**src/rtl/asr_pkg.sv**
```systemverilog
package asr_pkg;

  // ****************************************************************
  // Memory geometry.
  // ****************************************************************
  localparam int ADDR_W = 13;
  localparam int DATA_W = 8;

  // ****************************************************************
  // Timing figures in nanoseconds, and the clock period.
  // ****************************************************************
  localparam int CLK_PERIOD_NS         = 10;
  localparam int READ_CYCLE_NS         = 12;
  localparam int ADDRESS_TO_DATA_NS    = 12;
  localparam int DRIVE_TO_DATA_NS      = 6;
  localparam int RELEASE_NS            = 6;
  localparam int WRITE_CYCLE_NS        = 12;
  localparam int STORE_PULSE_WIDTH_NS  = 10;
  localparam int DATA_SETUP_TO_END_NS  = 6;

  // Least times round up to whole cycles, never below one.
  function automatic int ceil_cyc(input int ns);
    int c;
    c = (ns + CLK_PERIOD_NS - 1) / CLK_PERIOD_NS;
    return (c < 1) ? 1 : c;
  endfunction : ceil_cyc

  // Sampling takes the access time plus two synchroniser stages.
  localparam int SYNC_STAGES      = 2;
  localparam int READ_WAIT_CYC    = ceil_cyc(ADDRESS_TO_DATA_NS)
                                    + SYNC_STAGES;
  localparam int RELEASE_CYC      = ceil_cyc(RELEASE_NS);
  localparam int STORE_PULSE_CYC  = ceil_cyc(STORE_PULSE_WIDTH_NS);
  localparam int DATA_SETUP_CYC   = ceil_cyc(DATA_SETUP_TO_END_NS);
  localparam int READ_CYCLE_CYC   = ceil_cyc(READ_CYCLE_NS);
  localparam int WRITE_CYCLE_CYC  = ceil_cyc(WRITE_CYCLE_NS);
  localparam int CNT_W            = 4;

  // ****************************************************************
  // Controller states.
  // ****************************************************************
  typedef enum logic [5:0] {
    ST_IDLE    = 6'b00_0001,
    ST_RDWAIT  = 6'b00_0010,
    ST_RDEND   = 6'b00_0100,
    ST_WRFLOAT = 6'b00_1000,
    ST_WRPULSE = 6'b01_0000,
    ST_WREND   = 6'b10_0000
  } asr_state_t;

endpackage : asr_pkg

```
**src/rtl/asr_timer_if.sv**
```systemverilog
`timescale 1ns/1ps
// Carries a load request and a done flag between controller and timer.
interface asr_timer_if;
  logic                       load;
  logic [asr_pkg::CNT_W-1:0]  count;
  logic                       done;
  modport ctrl  (output load, output count, input done);
  modport timer (input load, input count, output done);
endinterface : asr_timer_if

```
**src/rtl/asr_host_ctrl.sv**
```systemverilog
`timescale 1ns/1ps
module asr_host_ctrl (
  input  wire logic                        mclk,
  input  wire logic                        rstn,
  input  wire logic                        reqValid,
  input  wire logic                        reqWrite,
  input  wire logic [asr_pkg::ADDR_W-1:0]  reqAddr,
  input  wire logic [asr_pkg::DATA_W-1:0]  reqWdata,
  output logic                             reqReady,
  output logic                             rspValid,
  output logic      [asr_pkg::DATA_W-1:0]  rspRdata,
  output logic      [asr_pkg::ADDR_W-1:0]  addressLines,
  output logic                             chipOnLowN,
  output logic                             chipOnHigh,
  output logic                             outEnableN,
  output logic                             writeStrobeN,
  input  wire logic [asr_pkg::DATA_W-1:0]  dataLinesIn,
  output logic      [asr_pkg::DATA_W-1:0]  dataLinesOut,
  output logic                             dataLinesOe
);

  // ****************************************************************
  // Elaboration checks.
  // ****************************************************************
  if (asr_pkg::READ_WAIT_CYC >= (1 << asr_pkg::CNT_W))
    $error("Read wait does not fit the timer counter.");
  if (asr_pkg::STORE_PULSE_CYC < asr_pkg::DATA_SETUP_CYC)
    $error("Store pulse shorter than data setup.");

  // ****************************************************************
  // State and registers.
  // ****************************************************************
  asr_pkg::asr_state_t              state_ff;
  logic [asr_pkg::ADDR_W-1:0]       addr_ff;
  logic [asr_pkg::DATA_W-1:0]       wdata_ff;
  logic [asr_pkg::DATA_W-1:0]       rdata_ff;
  logic                             rspValid_ff;
  logic                             select_ff;
  logic                             outEnN_ff;
  logic                             strobeN_ff;
  logic                             dataOe_ff;
  logic [asr_pkg::DATA_W-1:0]       dqSync1_ff;
  logic [asr_pkg::DATA_W-1:0]       dqSync2_ff;
  logic [asr_pkg::CNT_W-1:0]        loadCount;
  logic                             loadTimer;
  logic                             accept;
  asr_timer_if                      tif ();

  asr_timer u_timer (
    .mclk (mclk),
    .rstn (rstn),
    .tif  (tif)
  );

  // Timer hookup.
  assign tif.load  = loadTimer;
  assign tif.count = loadCount;

  // New requests are taken only from idle.
  assign reqReady = (state_ff == asr_pkg::ST_IDLE);
  assign accept   = reqReady && reqValid;

  // ****************************************************************
  // Sequencer.
  // ****************************************************************
  // Chooses the timer load for each state entry.
  always_comb
  begin
    loadTimer = 1'b0;
    loadCount = '0;
    unique case (state_ff)
      asr_pkg::ST_IDLE:
      begin
        loadTimer = accept;
        loadCount = reqWrite ? asr_pkg::CNT_W'(asr_pkg::RELEASE_CYC)
                             : asr_pkg::CNT_W'(asr_pkg::READ_WAIT_CYC);
      end
      asr_pkg::ST_WRFLOAT:
      begin
        loadTimer = tif.done;
        loadCount = asr_pkg::CNT_W'(asr_pkg::STORE_PULSE_CYC);
      end
      asr_pkg::ST_RDWAIT, asr_pkg::ST_WRPULSE:
      begin
        loadTimer = tif.done;
        loadCount = asr_pkg::CNT_W'(1);
      end
      asr_pkg::ST_RDEND, asr_pkg::ST_WREND:
      begin
        loadTimer = 1'b0;
        loadCount = '0;
      end
    endcase
  end

  // Moves through the read and write sequences.
  always_ff @(posedge mclk)
  begin
    if (!rstn)
      state_ff <= asr_pkg::ST_IDLE;
    else
    begin
      unique case (state_ff)
        asr_pkg::ST_IDLE:
          if (accept)
            state_ff <= reqWrite ? asr_pkg::ST_WRFLOAT
                                 : asr_pkg::ST_RDWAIT;
        asr_pkg::ST_RDWAIT:
          if (tif.done)
            state_ff <= asr_pkg::ST_RDEND;
        asr_pkg::ST_RDEND:
          if (tif.done)
            state_ff <= asr_pkg::ST_IDLE;
        asr_pkg::ST_WRFLOAT:
          if (tif.done)
            state_ff <= asr_pkg::ST_WRPULSE;
        asr_pkg::ST_WRPULSE:
          if (tif.done)
            state_ff <= asr_pkg::ST_WREND;
        asr_pkg::ST_WREND:
          if (tif.done)
            state_ff <= asr_pkg::ST_IDLE;
      endcase
    end
  end

  // ****************************************************************
  // Pin drivers.
  // ****************************************************************
  // Address and write data are latched on accept and held to idle.
  always_ff @(posedge mclk)
  begin
    if (!rstn)
    begin
      addr_ff  <= '0;
      wdata_ff <= '0;
    end
    else if (accept)
    begin
      addr_ff  <= reqAddr;
      wdata_ff <= reqWdata;
    end
  end

  // Select rises on the same edge that latches the address.
  always_ff @(posedge mclk)
  begin
    if (!rstn)
      select_ff <= 1'b0;
    else if (accept)
      select_ff <= 1'b1;
    else if ((state_ff == asr_pkg::ST_RDEND ||
              state_ff == asr_pkg::ST_WREND) && tif.done)
      select_ff <= 1'b0;
  end

  // Output enable low only in reads; high through writes.
  always_ff @(posedge mclk)
  begin
    if (!rstn)
      outEnN_ff <= 1'b1;
    else if (accept)
      outEnN_ff <= reqWrite;
    else if (state_ff == asr_pkg::ST_RDEND && tif.done)
      outEnN_ff <= 1'b1;
  end

  // Strobe falls after the float wait and rises after the pulse.
  always_ff @(posedge mclk)
  begin
    if (!rstn)
      strobeN_ff <= 1'b1;
    else if (state_ff == asr_pkg::ST_WRFLOAT && tif.done)
      strobeN_ff <= 1'b0;
    else if (state_ff == asr_pkg::ST_WRPULSE && tif.done)
      strobeN_ff <= 1'b1;
  end

  // Write data goes out with the strobe and stays past its end.
  always_ff @(posedge mclk)
  begin
    if (!rstn)
      dataOe_ff <= 1'b0;
    else if (state_ff == asr_pkg::ST_WRFLOAT && tif.done)
      dataOe_ff <= 1'b1;
    else if (state_ff == asr_pkg::ST_WREND && tif.done)
      dataOe_ff <= 1'b0;
  end

  assign addressLines = addr_ff;
  assign chipOnLowN   = !select_ff;
  assign chipOnHigh   = select_ff;
  assign outEnableN   = outEnN_ff;
  assign writeStrobeN = strobeN_ff;
  assign dataLinesOut = wdata_ff;
  assign dataLinesOe  = dataOe_ff;

  // ****************************************************************
  // Read capture.
  // ****************************************************************
  // Two stages bring the data pins into the clock domain.
  always_ff @(posedge mclk)
  begin
    if (!rstn)
    begin
      dqSync1_ff <= '0;
      dqSync2_ff <= '0;
    end
    else
    begin
      dqSync1_ff <= dataLinesIn;
      dqSync2_ff <= dqSync1_ff;
    end
  end

  // Samples once access and sync delay have both passed.
  always_ff @(posedge mclk)
  begin
    if (!rstn)
    begin
      rdata_ff    <= '0;
      rspValid_ff <= 1'b0;
    end
    else
    begin
      rspValid_ff <= (state_ff == asr_pkg::ST_RDWAIT) && tif.done;
      if ((state_ff == asr_pkg::ST_RDWAIT) && tif.done)
        rdata_ff <= dqSync2_ff;
    end
  end

  assign rspValid = rspValid_ff;
  assign rspRdata = rdata_ff;

endmodule : asr_host_ctrl

```
**src/rtl/asr_timer.sv**
```systemverilog
`timescale 1ns/1ps
module asr_timer (
  input  wire logic  mclk,
  input  wire logic  rstn,
  asr_timer_if.timer tif
);

  // ****************************************************************
  // Down counter; done is high while the count has run out.
  // ****************************************************************
  logic [asr_pkg::CNT_W-1:0] cnt_ff;

  // Load restarts the count, otherwise it falls to zero and stays.
  always_ff @(posedge mclk)
  begin
    if (!rstn)
      cnt_ff <= '0;
    else if (tif.load)
      cnt_ff <= tif.count;
    else if (cnt_ff != '0)
      cnt_ff <= cnt_ff - 1'b1;
  end

  // Done follows the count only, so the controller may load on done
  // without closing a loop through load; the controller qualifies it by
  // state.
  assign tif.done = (cnt_ff == '0);

endmodule : asr_timer

```
**config.mk**
```make
export PLATFORM = sky130hd
export DESIGN_NAME = asr_host_ctrl
export DESIGN_NICKNAME = d
export VERILOG_FILES = /design/src/rtl/asr_pkg.sv /design/src/rtl/asr_timer_if.sv /design/src/rtl/asr_host_ctrl.sv /design/src/rtl/asr_timer.sv
export SDC_FILE = /design/constraint.sdc
export NUM_CORES = 1
export LEC_CHECK = 0
export ABC_AREA = 1
export BUFFER_PORTS_ARGS = -buffer_cell sky130_fd_sc_hd__buf_2
export CAP_MARGIN = 30
export CORE_UTILIZATION = 43
export CTS_CLUSTER_DIAMETER = 80
export DETAILED_ROUTE_END_ITERATION = 6
export PLACE_DENSITY = 0.68
export SLEW_MARGIN = 5
export SYNTH_ARGS = -nofsm -noshare
export SYNTH_HDL_FRONTEND = slang
export SYNTH_SLANG_ARGS = --single-unit
```
**constraint.sdc**
```tcl
create_clock -name mclk -period 1.9 [get_ports mclk]
set_input_delay 0.38 -clock mclk [delete_from_list [all_inputs] [get_ports mclk]]
set_output_delay 0.38 -clock mclk [all_outputs]
set_load 0.05 [all_outputs]
```
==> reports/qor.csv <==
metric,value,unit
Setup TNS,0,ns
Async SR Flop Fraction,0,%
"Setup violations, final",0,
"CTS clk-pin slew, worst paths",0.06,ns
Avg Vias per Cell,4.61,
Slew headroom,76.2,%
first-pass GRT wire length,7490,µm
Pwr per Cell Area,1730,nW/µm²
RSZ-0062 raised after global routing,false,
row cnt,26,
CTS H-tree lvls,3,
post-DP HPWL,3360,µm
drt pass-1 iters,4,
Die Wd,75.5,µm
Critical Path AT,1.47,ns
diode count,0,
post-route antenna net violation count,0,
core box area,5140,µm²
"EDFF count, synth",0,
Yosys Warn Count,0,
largest net degree at the start of global routing,29,
critical hold path startpoint,dataLinesIn[3],
hold slack,0.235,ns
Root Driver,clkbuf_8,
Worst Setup End Kind,output port,
syn_nets,336,
DIE AREA,5700,µm²
GRT Total Usage,17.5,%
CP required,1.52,ns
vias in the first global route,1771,
fin. max-slew vios,0,
clk_skew,0.00693,ns
main combinational cell family by area after synthesis,simple AND/OR/NAND/NOR gates,
Max Cap Viol,0,
Pleak,1.54,nW
DRC violations left,0,
critical path type,flip-flop to output port,
TritonCTS clock tree,built,
peak supply drop,0.696,mV
area delta synth->final,26.2,%
Via Count,2062,
FILL cells,528,
most used flip-flop cell after synthesis,dfxtp_1,
Register-to-Register Path Depth,9,
Mapped Area,2320,µm²
Fmax achieved,542,MHz
Initial Utilization,45.2,%
final wirelength,4770,µm
port buffer count,68,
sequential share of the synthesized area,51.7,%
antenna violations before repair,0,
drt wl/cell,10.7,µm
Least-Margin Pin Slew,0.356,ns
run status,"complete, no violations",
starting DRC count in detailed routing,109,
post-synthesis compound-gate area fraction,9.15,%
Synth Area in Simple Gates,28.9,%
syn avg cell area,7.72,µm²
# hold bufs at CTS,0,
Tcrit/Tclk final,97.1,%
crit path max fanout,9,
mux contribution to synthesized area,0,%
post-synth top area share,51.7,%
CTS Buf Count,9,
CTS Buffer Depth,2,
post-route minimum period,1.85,ns
layout cell share with drive strength beyond 1,25.2,%
final hold vios,0,
WHS Path Cells,3,
Die Y,75.5,µm
Nets,407,
top post-synthesis cells by area,"dfxtp_1 52%, nor2_1 12%, nand2_1 6.6%",
Critical path origin,state_ff[4]$_SDFFE_PN0P_,
post-synthesis cell type count,23,
TritonCTS Sinks,60,
GP Congestion,0.888,
Synth Area in XOR/XNOR,0.754,%
io pins,69,
top-count cell post-synth,nor2_1,
Overflow after GRT,0,
post-synth top area cell,dfxtp_1,
Mapped Cells,301,
CP startpoint kind,flip-flop,
r2r startpoint,u_timer.cnt_ff[0]$_SDFFE_PN0P_,
Synth Register Bits,60,
clock latency on the worst-skew pair,0.32,ns
hold crit path type,input pin to flip-flop,
Adder-Cell Fraction of Synth Area,1.08,%
"top cells by count, synth","77 x nor2_1, 60 x dfxtp_1, 41 x nand2_1, 32 x inv_1, 29 x o21ai_0",
==> state kept, by name (all words and copies together) (netlist names) <==
name,flops
dqSync1_ff,8
dataLinesOe,1
rspValid,1
state_ff,6
u_timer.cnt_ff,4
dataLinesOut,8
dqSync2_ff,8
chipOnHigh,1
writeStrobeN,1
addressLines,13
rspRdata,8
outEnableN,1
==> layer usage <==
metal | vias to the layer above | GRT usage, % | part of all wire [%]
li1 | 1091 | - | -
met1 | 906 | 21.0 | 47
met2 | 57 | 29.0 | 46
met3 | 8 | 4.23 | 5.2
met4 | 0 | 9.67 | 1.6
met5 | - | 0 | 0
==> metrics by stage <==
stage	instance area (µm²)	worst slack (ns)	utilization (%)	cells	power (mW)
floorplan	2320	0.178	-	301	3.37
global placement	2700	0.258	52.5	431	3.70
detailed placement	2700	0.243	52.5	431	3.74
CTS	2930	0.0573	57.1	447	5.10
global route	2930	0.00649	57.1	447	5.38
finish	2930	0.0542	57.1	447	5.06
==> critical path, stage by stage (launching register included) <==
cell	delay, ns
dfxtp_1	0.36
nor2_4	0.27
nand2_4	0.07
nor3_4	0.19
buf_4	0.24
==> kinds of logic (layout without fill, tap and decap cells) <==
logic type               Yosys count  count (layout)
AND/OR/NAND/NOR                  151             151
flip-flops                        60              60
buffers and inverters             44             120
AO/OA/AOI/OAI                     42              42
adder cells (fa/ha/maj)            2               2
XOR/XNOR                           2               2
==> power by group <==
| part | leakage, nW | switching (mW) | internal (mW) |
|---|---|---|---|
| logic | 0.933 | 1.48 | 0.544 |
| registers | 0.492 | 0.173 | 1.52 |
| clock network | 0.117 | 0.469 | 0.868 |
==> path summary, 6_finish.rpt <==
check	to	slack, ns
worst max-delay path	reqReady	0.05
worst min-delay path	dqSync1_ff[3]$_SDFF_PN0_	0.23
worst max register to register	state_ff[2]$_SDFFE_PN0P_	0.23
worst min register to register	dqSync2_ff[6]$_SDFF_PN0_	0.41
==> what timing repair did <==
action	CTS	global route
gates resized for setup	1	0
setup buffers	0	0
endpoints found under the setup margin	1	0
==> cell type report <==
type                       count  area, µm²  share of cell area (%)
clock buffer                  11        131                    4.48
clock inverter                 5        100                    3.41
inverter                      34        129                    4.39
multi-input combinational    197        926                    31.6
sequential                    60       1200                    41.0
tap                           70       87.6                    2.99
timing repair buffer          70        358                    12.2
==> cell usage in the layout (no fill, tap or decap), types with 3 or more instances in the layout <==
cell / count
nand2_1: 41
bufinv_16: 3
nand4_1: 5
clkinv_2: 3
o21ai_0: 29
nand3_1: 17
nor2_4: 3
buf_2: 67
o21ai_1: 4
a21oi_1: 8
buf_4: 3
nor2_1: 77
clkbuf_8: 9
inv_1: 32
dfxtp_1: 60
Note: power is estimated with default switching activity, not from simulation.
